===== config.mk =====
export PLATFORM = sky130hd
export DESIGN_NAME = brs_core
export DESIGN_NICKNAME = d
export VERILOG_FILES = /design/src/rtl/brs_pkg.sv /design/src/rtl/brs_core.sv
export SDC_FILE = /design/constraint.sdc
export NUM_CORES = 1
export LEC_CHECK = 0
export ABC_CLOCK_PERIOD_IN_PS = 2300
export BUFFER_PORTS_ARGS = -buffer_cell sky130_fd_sc_hd__buf_2
export CAP_MARGIN = 0
export CORE_UTILIZATION = 44
export CTS_BUF_LIST = sky130_fd_sc_hd__clkbuf_8
export CTS_CLUSTER_SIZE = 12
export DETAILED_ROUTE_END_ITERATION = 7
export HOLD_SLACK_MARGIN = 0.08
export PLACE_DENSITY = 0.82
export SYNTH_ARGS = -nofsm -noshare
export SYNTH_HDL_FRONTEND = slang
export SYNTH_SLANG_ARGS = --single-unit

===== constraint.sdc =====
create_clock -name pclk -period 2.3 [get_ports pclk]
set_clock_uncertainty 0.05 [all_clocks]
set_input_delay 0.23 -clock pclk [delete_from_list [all_inputs] [get_ports pclk]]
set_output_delay 0.23 -clock pclk [all_outputs]
set_load 0.005 [all_outputs]

===== src/rtl/brs_pkg.sv =====
// Package for the bus remote state and error flag block: register map, fields, types.
package brs_pkg;

	// ==========================================
	// Register map (byte addresses)
	localparam logic [11:0] BRS_ADDR_STATUS = 12'h000;
	localparam logic [11:0] BRS_ADDR_ERRWORD = 12'h004;
	localparam logic [11:0] BRS_ADDR_CTRL = 12'h008;
	localparam logic [11:0] BRS_ADDR_ADDR = 12'h00C;

	// ==========================================
	// Error status word bit positions
	localparam int BRS_E_CMD = 0;
	localparam int BRS_E_OPT = 1;
	localparam int BRS_E_LOOP = 2;
	localparam int BRS_E_NREM = 3;
	localparam int BRS_E_NSET = 4;
	localparam int BRS_E_OVR = 5;
	localparam int BRS_E_SETUP = 6;
	localparam int BRS_E_RAM = 7;
	localparam int BRS_E_ROM = 8;
	localparam int BRS_E_CARD = 9;
	localparam int BRS_NERR = 10;

	// Status register bit positions.
	localparam int BRS_S_TALK = 0;
	localparam int BRS_S_LISTEN = 1;
	localparam int BRS_S_REMOTE = 2;
	localparam int BRS_S_LOCKOUT = 3;
	localparam int BRS_S_DISCARD = 4;
	localparam int BRS_S_BUSY = 5;
	localparam int BRS_S_SETTLE = 6;
	localparam int BRS_S_MSG = 7;

	// Control register bit positions.
	localparam int BRS_C_SRQEN = 0;

	// ==========================================
	// Bus messages and reset values
	localparam logic [4:0] BRS_ADDR_RST = 5'h12;
	localparam logic [31:0] BRS_ZERO = 32'h0000_0000;

	// Bus-side events from the acceptor, one pulse each; ren is a level.
	typedef struct packed {
		logic       ifc;
		logic       ren;
		logic       llo;
		logic       gtl;
		logic       unt;
		logic       unl;
		logic       talk_addr;
		logic       listen_addr;
	} brs_bus_t;

	// Device-dependent command byte stream from the parser.
	typedef struct packed {
		logic       valid;
		logic       exec;
		logic       bad_cmd;
		logic       bad_opt;
	} brs_cmd_t;

	// Power-up check results, valid with done.
	typedef struct packed {
		logic       done;
		logic       ram_bad;
		logic       rom_bad;
		logic       setup_bad;
		logic       card_bad;
	} brs_post_t;

endpackage


===== src/rtl/brs_core.sv =====
// Bus remote state, key gating and error status word with APB register access.
//
// The APB slave port and the placing of the registers were decided locally.
`timescale 1ns/1ps
// ==========================================
// Notes on behaviour
// RQ1: Unknown command character sets illegal-command flag.
// RQ2: Bad option value sets illegal-option flag.
// RQ3: After either error, discard through next execute.
// RQ4: Loop fault at next inter-unit operation flags.
// RQ5: Execute while local sets not-in-remote flag.
// RQ6: Trigger between ready and matrix-ready flags.
// RQ7: Such trigger is still acted upon.
// RQ8: Trigger during change: overrun only, discarded.
// RQ9: Optional service request on any error.
// RQ10: Bad setup checksum: clear, show, flag.
// RQ11: Memory faults reported, message cleared by key.
// RQ12: Card identify checksum mismatch is reported.
// RQ13: Talk address enters talker; UNT/MLA/IFC leave.
// RQ14: Listen address enters listener; UNL/MTA/IFC leave.
// RQ15: Remote only when listen-addressed with REN.
// RQ16: In remote, only the local key works.
// RQ17: Local key cancels remote, restores display.
// RQ18: Local key ignored under lockout.
// RQ19: Operator finishes panel edits before bus programming.
// RQ20: Reset: local, idle, no lockout, flags clear.
module brs_core (
	// APB slave
	input  wire logic              pclk,
	input  wire logic              presetn,
	input  wire logic              psel,
	input  wire logic              penable,
	input  wire logic              pwrite,
	input  wire logic [11:0]       paddr,
	input  wire logic [31:0]       pwdata,
	output logic      [31:0]       prdata,
	output logic                   pready,
	output logic                   pslverr,
	// Bus events and command stream, same clock
	input  wire brs_pkg::brs_bus_t bus_evt,
	input  wire brs_pkg::brs_cmd_t cmd,
	input  wire brs_pkg::brs_post_t post,
	// Trigger and loop status
	input  wire logic              trig,
	input  wire logic              trig_ready,
	input  wire logic              matrix_ready,
	input  wire logic              loop_op,
	input  wire logic              loop_fault,
	// Front panel keys, asynchronous pins
	input  wire logic              key_any,
	input  wire logic              key_local,
	// Outputs
	output logic                   key_pass,
	output logic                   trig_go,
	output logic                   exec_go,
	output logic                   setup_clear,
	output logic                   display_normal,
	output logic                   talk_led,
	output logic                   listen_led,
	output logic                   remote_led,
	output logic                   err_msg,
	output logic                   srq
);
	import brs_pkg::*;

	// ==========================================
	// Key synchronisers
	logic [1:0] keya_ff, keyl_ff;
	logic       keya_d_ff, keyl_d_ff;
	wire        keya_s = keya_ff[1];
	wire        keyl_s = keyl_ff[1];
	wire        keya_rise = keya_s & ~keya_d_ff;
	wire        keyl_rise = keyl_s & ~keyl_d_ff;

	always_ff @(posedge pclk or negedge presetn) begin
		if (!presetn) begin
			keya_ff <= 2'h0;
			keyl_ff <= 2'h0;
			keya_d_ff <= 1'b0;
			keyl_d_ff <= 1'b0;
		end else begin
			keya_ff <= {keya_ff[0], key_any};
			keyl_ff <= {keyl_ff[0], key_local};
			keya_d_ff <= keya_s;
			keyl_d_ff <= keyl_s;
		end
	end

	// ==========================================
	// Talker, listener, remote and lockout
	logic talk_ff, listen_ff, remote_ff, llo_ff;
	wire  local_ok = keyl_rise & ~llo_ff;                       // RQ18
	wire  nxt_talk = bus_evt.ifc | bus_evt.unt | bus_evt.listen_addr ? 1'b0 : // RQ13
	                 bus_evt.talk_addr ? 1'b1 : talk_ff;
	wire  nxt_listen = bus_evt.ifc | bus_evt.unl | bus_evt.talk_addr ? 1'b0 : // RQ14
	                   bus_evt.listen_addr ? 1'b1 : listen_ff;
	// REN alone never sets remote; dropping REN clears remote and lockout.
	// REN comes from logic on this clock, so it is used unregistered: a listen
	// address in the same cycle as REN rising must already take the unit remote.
	wire  nxt_remote = ~bus_evt.ren | bus_evt.ifc | bus_evt.gtl | local_ok ? 1'b0 : // RQ17
	                   bus_evt.listen_addr ? 1'b1 : remote_ff;                  // RQ15
	wire  nxt_llo = ~bus_evt.ren ? 1'b0 : (bus_evt.llo ? 1'b1 : llo_ff);

	always_ff @(posedge pclk or negedge presetn) begin
		if (!presetn) begin                                         // RQ20
			talk_ff <= 1'b0;
			listen_ff <= 1'b0;
			remote_ff <= 1'b0;
			llo_ff <= 1'b0;
		end else begin
			talk_ff <= nxt_talk;
			listen_ff <= nxt_listen;
			remote_ff <= nxt_remote;
			llo_ff <= nxt_llo;
		end
	end

	// ==========================================
	// Command discard and execute
	logic discard_ff;
	wire  cmd_bad = cmd.valid & (cmd.bad_cmd | cmd.bad_opt);
	wire  cmd_exec = cmd.valid & cmd.exec;
	// The discard window closes on the execute that ends the string.
	wire  nxt_discard = cmd_bad ? ~cmd_exec : (cmd_exec ? 1'b0 : discard_ff); // RQ3
	wire  nxt_exec_go = cmd_exec & ~cmd_bad & ~discard_ff & remote_ff;

	// ==========================================
	// Trigger tracking
	logic busy_ff, settle_ff;
	wire  trig_in_busy = trig & busy_ff;                         // RQ8
	wire  trig_in_settle = trig & settle_ff;                     // RQ6
	wire  trig_accept = trig & ~busy_ff;                         // RQ7
	wire  nxt_busy = trig_accept ? 1'b1 : (trig_ready ? 1'b0 : busy_ff);
	wire  nxt_settle = trig_accept ? 1'b0 :
	                   (busy_ff & trig_ready) ? 1'b1 :
	                   (matrix_ready ? 1'b0 : settle_ff);

	// ==========================================
	// Error status word
	logic [BRS_NERR-1:0] err_ff;
	logic                msg_ff, srqen_ff, post_seen_ff;
	logic [BRS_NERR-1:0] err_set;
	wire  post_now = post.done & ~post_seen_ff;
	wire  rd_errword = psel & penable & pready & ~pwrite & (paddr == BRS_ADDR_ERRWORD);

	always_comb begin
		err_set = '0;
		err_set[BRS_E_CMD] = cmd.valid & cmd.bad_cmd;            // RQ1
		err_set[BRS_E_OPT] = cmd.valid & cmd.bad_opt & ~cmd.bad_cmd; // RQ2
		err_set[BRS_E_LOOP] = loop_op & loop_fault;              // RQ4
		err_set[BRS_E_NREM] = cmd_exec & ~remote_ff;             // RQ5
		err_set[BRS_E_NSET] = trig_in_settle;                    // RQ6
		err_set[BRS_E_OVR] = trig_in_busy;                       // RQ8
		err_set[BRS_E_SETUP] = post_now & post.setup_bad;        // RQ10
		err_set[BRS_E_RAM] = post_now & post.ram_bad;            // RQ11
		err_set[BRS_E_ROM] = post_now & post.rom_bad;            // RQ11
		err_set[BRS_E_CARD] = post_now & post.card_bad;          // RQ12
	end

	// Reading the word clears only the flags it returned, at the edge that ends the
	// transfer; a flag raised after the data was captured survives to the next read.
	wire [BRS_NERR-1:0] nxt_err = (err_ff & ~(rd_errword ? prdata[BRS_NERR-1:0] : '0)) |
	                              err_set;
	wire post_msg = post_now & (post.setup_bad | post.ram_bad | post.rom_bad | post.card_bad);
	wire nxt_msg = post_msg ? 1'b1 : (keya_rise | keyl_rise ? 1'b0 : msg_ff); // RQ11

	// ==========================================
	// APB access
	// Writes land only at the edge where the master sees pready high.
	wire wr_en = psel & penable & pready & pwrite;
	wire rd_en = psel & penable & ~pready & ~pwrite;
	wire hit = (paddr == BRS_ADDR_STATUS) | (paddr == BRS_ADDR_ERRWORD) |
	           (paddr == BRS_ADDR_CTRL) | (paddr == BRS_ADDR_ADDR);
	wire [31:0] stat_word = {24'h000000, msg_ff, settle_ff, busy_ff, discard_ff,
	                         llo_ff, remote_ff, listen_ff, talk_ff};
	wire [31:0] rd_mux = (paddr == BRS_ADDR_STATUS) ? stat_word :
	                     (paddr == BRS_ADDR_ERRWORD) ? {22'h000000, err_ff} :
	                     (paddr == BRS_ADDR_CTRL) ? {31'h00000000, srqen_ff} : BRS_ZERO;
	wire nxt_srqen = (wr_en & (paddr == BRS_ADDR_CTRL)) ? pwdata[BRS_C_SRQEN] : srqen_ff;

	always_ff @(posedge pclk or negedge presetn) begin
		if (!presetn) begin
			discard_ff <= 1'b0;
			busy_ff <= 1'b0;
			settle_ff <= 1'b0;
			err_ff <= '0;
			msg_ff <= 1'b0;
			srqen_ff <= 1'b0;
			post_seen_ff <= 1'b0;
			prdata <= BRS_ZERO;
			pready <= 1'b0;
			pslverr <= 1'b0;
			key_pass <= 1'b0;
			trig_go <= 1'b0;
			exec_go <= 1'b0;
			setup_clear <= 1'b0;
			display_normal <= 1'b0;
			talk_led <= 1'b0;
			listen_led <= 1'b0;
			remote_led <= 1'b0;
			err_msg <= 1'b0;
			srq <= 1'b0;
		end else begin
			discard_ff <= nxt_discard;
			busy_ff <= nxt_busy;
			settle_ff <= nxt_settle;
			err_ff <= nxt_err;
			msg_ff <= nxt_msg;
			srqen_ff <= nxt_srqen;
			post_seen_ff <= post_seen_ff | post.done;
			prdata <= rd_en ? rd_mux : BRS_ZERO;
			pready <= psel & penable & ~pready;
			pslverr <= psel & penable & ~pready & ~hit;
			key_pass <= keya_s & ~nxt_remote;                        // RQ16
			trig_go <= trig_accept;                                  // RQ7
			exec_go <= nxt_exec_go;                                  // RQ3
			setup_clear <= post_now & post.setup_bad;                // RQ10
			display_normal <= local_ok & remote_ff;                  // RQ17
			talk_led <= nxt_talk;                                    // RQ13
			listen_led <= nxt_listen;                                // RQ14
			remote_led <= nxt_remote;                                // RQ15
			err_msg <= nxt_msg;                                      // RQ10
			srq <= srqen_ff & (|nxt_err);                            // RQ9
		end
	end
endmodule


==> metrics.txt <==
# TYPE chip_impl_metric gauge
chip_impl_info{name="run_status",value="complete, no violations"} 1
chip_impl_metric{name="clock_path_buffers",unit=""} 2
chip_impl_metric{name="fin_nets",unit=""} 339
chip_impl_metric{name="route.detailed.vias_per_inst",unit=""} 4.91
chip_impl_metric{name="final.setup.tns",unit="ns"} 0
chip_impl_metric{name="dpl.hpwl",unit="um"} 3080
chip_impl_metric{name="design.portCount",unit=""} 117
chip_impl_metric{name="grt_use_total",unit=""} 0.202
chip_impl_metric{name="core",unit="sq mm"} 0.00409
chip_impl_info{name="hold_path_end",value="post_seen_ff"} 1
chip_impl_metric{name="dieHeight",unit="um"} 68.0
chip_impl_info{name="grt_setup_unrepaired",value="no"} 1
chip_impl_metric{name="clk-insertion-delay-late",unit="ns"} 0.29
chip_impl_metric{name="timing.final.setup_violations",unit=""} 0
chip_impl_info{name="synth_top_area_cell",value="sky130_fd_sc_hd__dfrtp_1"} 1
chip_impl_metric{name="via_count",unit=""} 1557
chip_impl_metric{name="pwr-share-comb",unit=""} 0.080
chip_impl_metric{name="drt_drc_violations_left",unit=""} 0
chip_impl_metric{name="die_width",unit="um"} 68.0
chip_impl_metric{name="p_switching",unit="uW"} 340
chip_impl_info{name="critPathKind",value="in -> reg"} 1
chip_impl_info{name="cts_tree",value="built"} 1
chip_impl_metric{name="crit_fanout",unit=""} 2
chip_impl_info{name="hp-start",value="post[4]"} 1
chip_impl_metric{name="data_required_time_of_the_worst_path",unit="ns"} 2.43
chip_impl_metric{name="power.share.sequential",unit=""} 0.516
chip_impl_metric{name="drtPass1Iterations",unit=""} 4
chip_impl_metric{name="number_of_drc_markers_in_iteration_0",unit=""} 52
chip_impl_metric{name="grt_antenna_before_repair",unit=""} 0
chip_impl_metric{name="layoutNonFillerInstCount",unit=""} 317
chip_impl_metric{name="antenna_cells",unit=""} 0
chip_impl_info{name="hp-class",value="in -> reg"} 1
chip_impl_metric{name="actual_slew_at_the_worst_max_slew_pin",unit="ns"} 0.926
chip_impl_metric{name="synth.avg_cell_area",unit="sq um"} 11.0
chip_impl_metric{name="post_cts_hold_buffer_count",unit=""} 10
chip_impl_info{name="worst_setup_path_end_kind",value="register"} 1
chip_impl_metric{name="worst_relative_slew_slack",unit=""} 0.383
chip_impl_info{name="critPathSlowestCell",value="sky130_fd_sc_hd__or4_4"} 1
chip_impl_metric{name="period_needed",unit="ns"} 2.19
chip_impl_info{name="timing.critical_path.from_type",value="primary input"} 1
chip_impl_metric{name="irDropWorstVdd",unit="mV"} 0.321
chip_impl_metric{name="worst_path_largest_cell_delay",unit="ns"} 0.52
chip_impl_metric{name="post_cts_resized",unit=""} 0
chip_impl_metric{name="cts_num_sinks",unit=""} 44
chip_impl_metric{name="io_buffers",unit=""} 63
chip_impl_metric{name="number_of_pins_exceeding_their_max_slew_limit_in_the_final_report",unit=""} 0
chip_impl_metric{name="grt_first_pass_wirelength",unit="um"} 6650
chip_impl_metric{name="maxClockFrequency",unit="MHz"} 456
chip_impl_metric{name="cts_buf_count",unit=""} 5
chip_impl_metric{name="seq_area_frac_synth",unit=""} 0.574
chip_impl_metric{name="gp_congestion",unit=""} 0.847
chip_impl_metric{name="internal_power",unit="mW"} 1.24
chip_impl_metric{name="postSynthCellCount",unit=""} 175
chip_impl_metric{name="synth_top_cell_area_share",unit=""} 0.574
chip_impl_metric{name="synth_cell_types",unit=""} 42
chip_impl_info{name="yosys_most_used_dff",value="sky130_fd_sc_hd__dfrtp_1"} 1
chip_impl_metric{name="post_route_cells_drive_above_1_share",unit=""} 0.345
chip_impl_metric{name="floorplan.initialDensity",unit=""} 0.469
chip_impl_metric{name="cellLeakagePower",unit="nW"} 1.31
chip_impl_metric{name="placedCellCount",unit=""} 299
chip_impl_metric{name="yosys_register_bits",unit=""} 44
chip_impl_info{name="synth.top_cells.by_area",value="sky130_fd_sc_hd__dfrtp_1 (57%), sky130_fd_sc_hd__buf_4 (8.6%), sky130_fd_sc_hd__nand2_1 (3.9%), sky130_fd_sc_hd__a22oi_1 (3.1%), sky130_fd_sc_hd__nor2_1 (2.5%)"} 1
chip_impl_metric{name="critical_path_arrival",unit="ns"} 2.32
chip_impl_metric{name="h-tree-depth",unit=""} 2
chip_impl_info{name="critical_path.reg2reg.startpoint",value="pready"} 1
chip_impl_info{name="cp_cell_sequence",value="buf_2 > or4_4 > or2_1 > buf_4 > or3_2 > nor4_1 > mux2_2"} 1
chip_impl_metric{name="area_delta_synth_final",unit="%"} 31.9
chip_impl_info{name="post-synth-top-count-cell",value="sky130_fd_sc_hd__dfrtp_1"} 1
chip_impl_metric{name="first_global_vias",unit=""} 1468
chip_impl_metric{name="regToRegSetupSlack",unit="ns"} 0.31
chip_impl_metric{name="timing_hold_violations_final",unit=""} 0
chip_impl_metric{name="layout_worst_path_cycle_share",unit=""} 0.953
chip_impl_metric{name="floorplan.rows",unit=""} 23
chip_impl_metric{name="post_drt_wl_per_cell",unit="um"} 13.0
chip_impl_metric{name="clkPwrFrac",unit=""} 0.405
chip_impl_metric{name="r2r.worst_path.cells",unit=""} 5
chip_impl_metric{name="die-area",unit="sq mm"} 0.00462
chip_impl_metric{name="postSynth.asyncResetShare",unit=""} 1.00
chip_impl_metric{name="grt_max_degree",unit=""} 45
chip_impl_metric{name="power.switching_fraction",unit=""} 0.215
chip_impl_metric{name="cts_post_setup_buffers_inserted",unit=""} 0
chip_impl_metric{name="detail-route-antenna-nets",unit=""} 0
chip_impl_metric{name="holdPathStages",unit=""} 2
chip_impl_metric{name="post_synth_instance_area",unit="sq mm"} 0.00192
chip_impl_metric{name="yosys_warnings",unit=""} 0
chip_impl_metric{name="place_worst_setup_slack",unit="ns"} -0.198
chip_impl_info{name="clk_root_buffer_cell",value="sky130_fd_sc_hd__clkbuf_8"} 1
chip_impl_metric{name="clkTransAtPathRegs",unit="ns"} 0.08
chip_impl_info{name="r2r_end",value="srq"} 1
chip_impl_metric{name="gr-total-overflow",unit=""} 0
chip_impl_metric{name="max-cap-violations",unit=""} 0
chip_impl_info{name="ys_top_cells_by_count",value="sky130_fd_sc_hd__dfrtp_1 (44), sky130_fd_sc_hd__buf_4 (22), sky130_fd_sc_hd__nand2_1 (20), sky130_fd_sc_hd__nor2_1 (13), sky130_fd_sc_hd__a22oi_1 (8)"} 1
chip_impl_metric{name="synth-edff-count",unit=""} 0
chip_impl_metric{name="fin_ws",unit="ns"} 0.109
chip_impl_metric{name="power_density",unit="mW/mm^2"} 625
chip_impl_metric{name="routed_wirelength",unit="um"} 4130
==> final cells by class <==
type,count,area [sq um]
clock inverters,1,30.0
clock buffers,7,96.3
inverters,6,22.5
repair buffers,86,513
fillers,336,1560
multi-input cells,123,703
well taps,50,62.6
flip-flops and latches,44,1100
==> worst max-delay path by stage <==
stage / cells after the start / end / startpoint / slack (ns)
floorplan: 6 / srq / paddr[5] / -0.07
global placement: 7 / srq / paddr[5] / -0.22
detailed placement: 7 / srqen_ff / paddr[5] / -0.20
CTS: 7 / srq / paddr[5] / 0.11
global route: 10 / prdata[1] / paddr[5] / 0.05
finish: 7 / srqen_ff / paddr[5] / 0.11
==> placed cells by master (no fill, tap or decap), types with 2 or more instances in the layout <==
cell type | synthesis | layout
sky130_fd_sc_hd__nor4_1 | 4 | 4
sky130_fd_sc_hd__o21ai_0 | 5 | 5
sky130_fd_sc_hd__dfrtp_1 | 44 | 44
sky130_fd_sc_hd__nand3_1 | 3 | 3
sky130_fd_sc_hd__or4_4 | 2 | 2
sky130_fd_sc_hd__nor3_1 | 2 | 2
sky130_fd_sc_hd__conb_1 | 1 | 22
sky130_fd_sc_hd__a21o_1 | 2 | 2
sky130_fd_sc_hd__nand2b_1 | 3 | 3
sky130_fd_sc_hd__and3_1 | 2 | 2
sky130_fd_sc_hd__nor2_1 | 13 | 13
sky130_fd_sc_hd__nor2b_1 | 4 | 4
sky130_fd_sc_hd__and2_1 | 3 | 3
sky130_fd_sc_hd__dlygate4sd3_1 | 0 | 10
sky130_fd_sc_hd__nand4b_1 | 2 | 2
sky130_fd_sc_hd__buf_4 | 22 | 13
sky130_fd_sc_hd__a22o_1 | 2 | 2
sky130_fd_sc_hd__a22oi_1 | 8 | 8
sky130_fd_sc_hd__o21a_1 | 2 | 2
sky130_fd_sc_hd__inv_1 | 6 | 6
sky130_fd_sc_hd__clkbuf_8 | 0 | 7
sky130_fd_sc_hd__nand2_1 | 20 | 20
sky130_fd_sc_hd__a21oi_1 | 4 | 4
sky130_fd_sc_hd__buf_2 | 0 | 63
==> state kept, by name, summed over array words and instances (netlist names), 2 cells and up <==
signal   count
keya_ff      2
keyl_ff      2
err_ff      10
prdata      10
==> power groups by stage <==
stage	logic, mW	registers [mW]	clock network (mW)
after CTS	0.127	0.816	0.650
after detailed placement	0.116	0.831	0
after floorplan	0.0674	0.827	0
final	0.126	0.816	0.640
after global routing	0.145	0.819	0.692
after global placement	0.112	0.830	0
==> critical path, delay by kind of cell <==
family	cells	cell delay, ns
muxes	1	0.36
and+or+nand+nor	4	1.49
buffers and inverters	2	0.24
==> metal layers <==
layer | GRT usage | vias up | wire, um
met5 | 0 | - | 0
met2 | 0.330 | 59 | 2060
li1 | - | 750 | -
met3 | 0.0700 | 8 | 297
met4 | 0.0625 | 0 | 65
met1 | 0.249 | 740 | 1710
==> cell families (layout without fill, tap and decap cells) <==
kind of cell / count (synthesis) / count (layout) / synth area share
AND/OR/NAND/NOR: 69 / 69 / 0.203
flip-flops: 44 / 44 / 0.574
AO/OA/AOI/OAI: 31 / 31 / 0.115
buffers and inverters: 29 / 100 / 0.0999
other: 1 / 22 / 0.00196
multiplexers: 1 / 1 / 0.00587
==> stage by stage <==
step | hold slack (ns) | util | instance area, sq um | total power [mW]
after detailed placement | 0.289 | 0.563 | 2300 | 0.947
after global placement | 0.283 | 0.563 | 2300 | 0.942
after CTS | 0.0887 | 0.619 | 2530 | 1.59
after floorplan | -0.116 | - | 2000 | 0.894
after global routing | 0.0909 | 0.619 | 2530 | 1.66
final | 0.0910 | 0.619 | 2530 | 1.58
(Power assumes the default switching activity.)
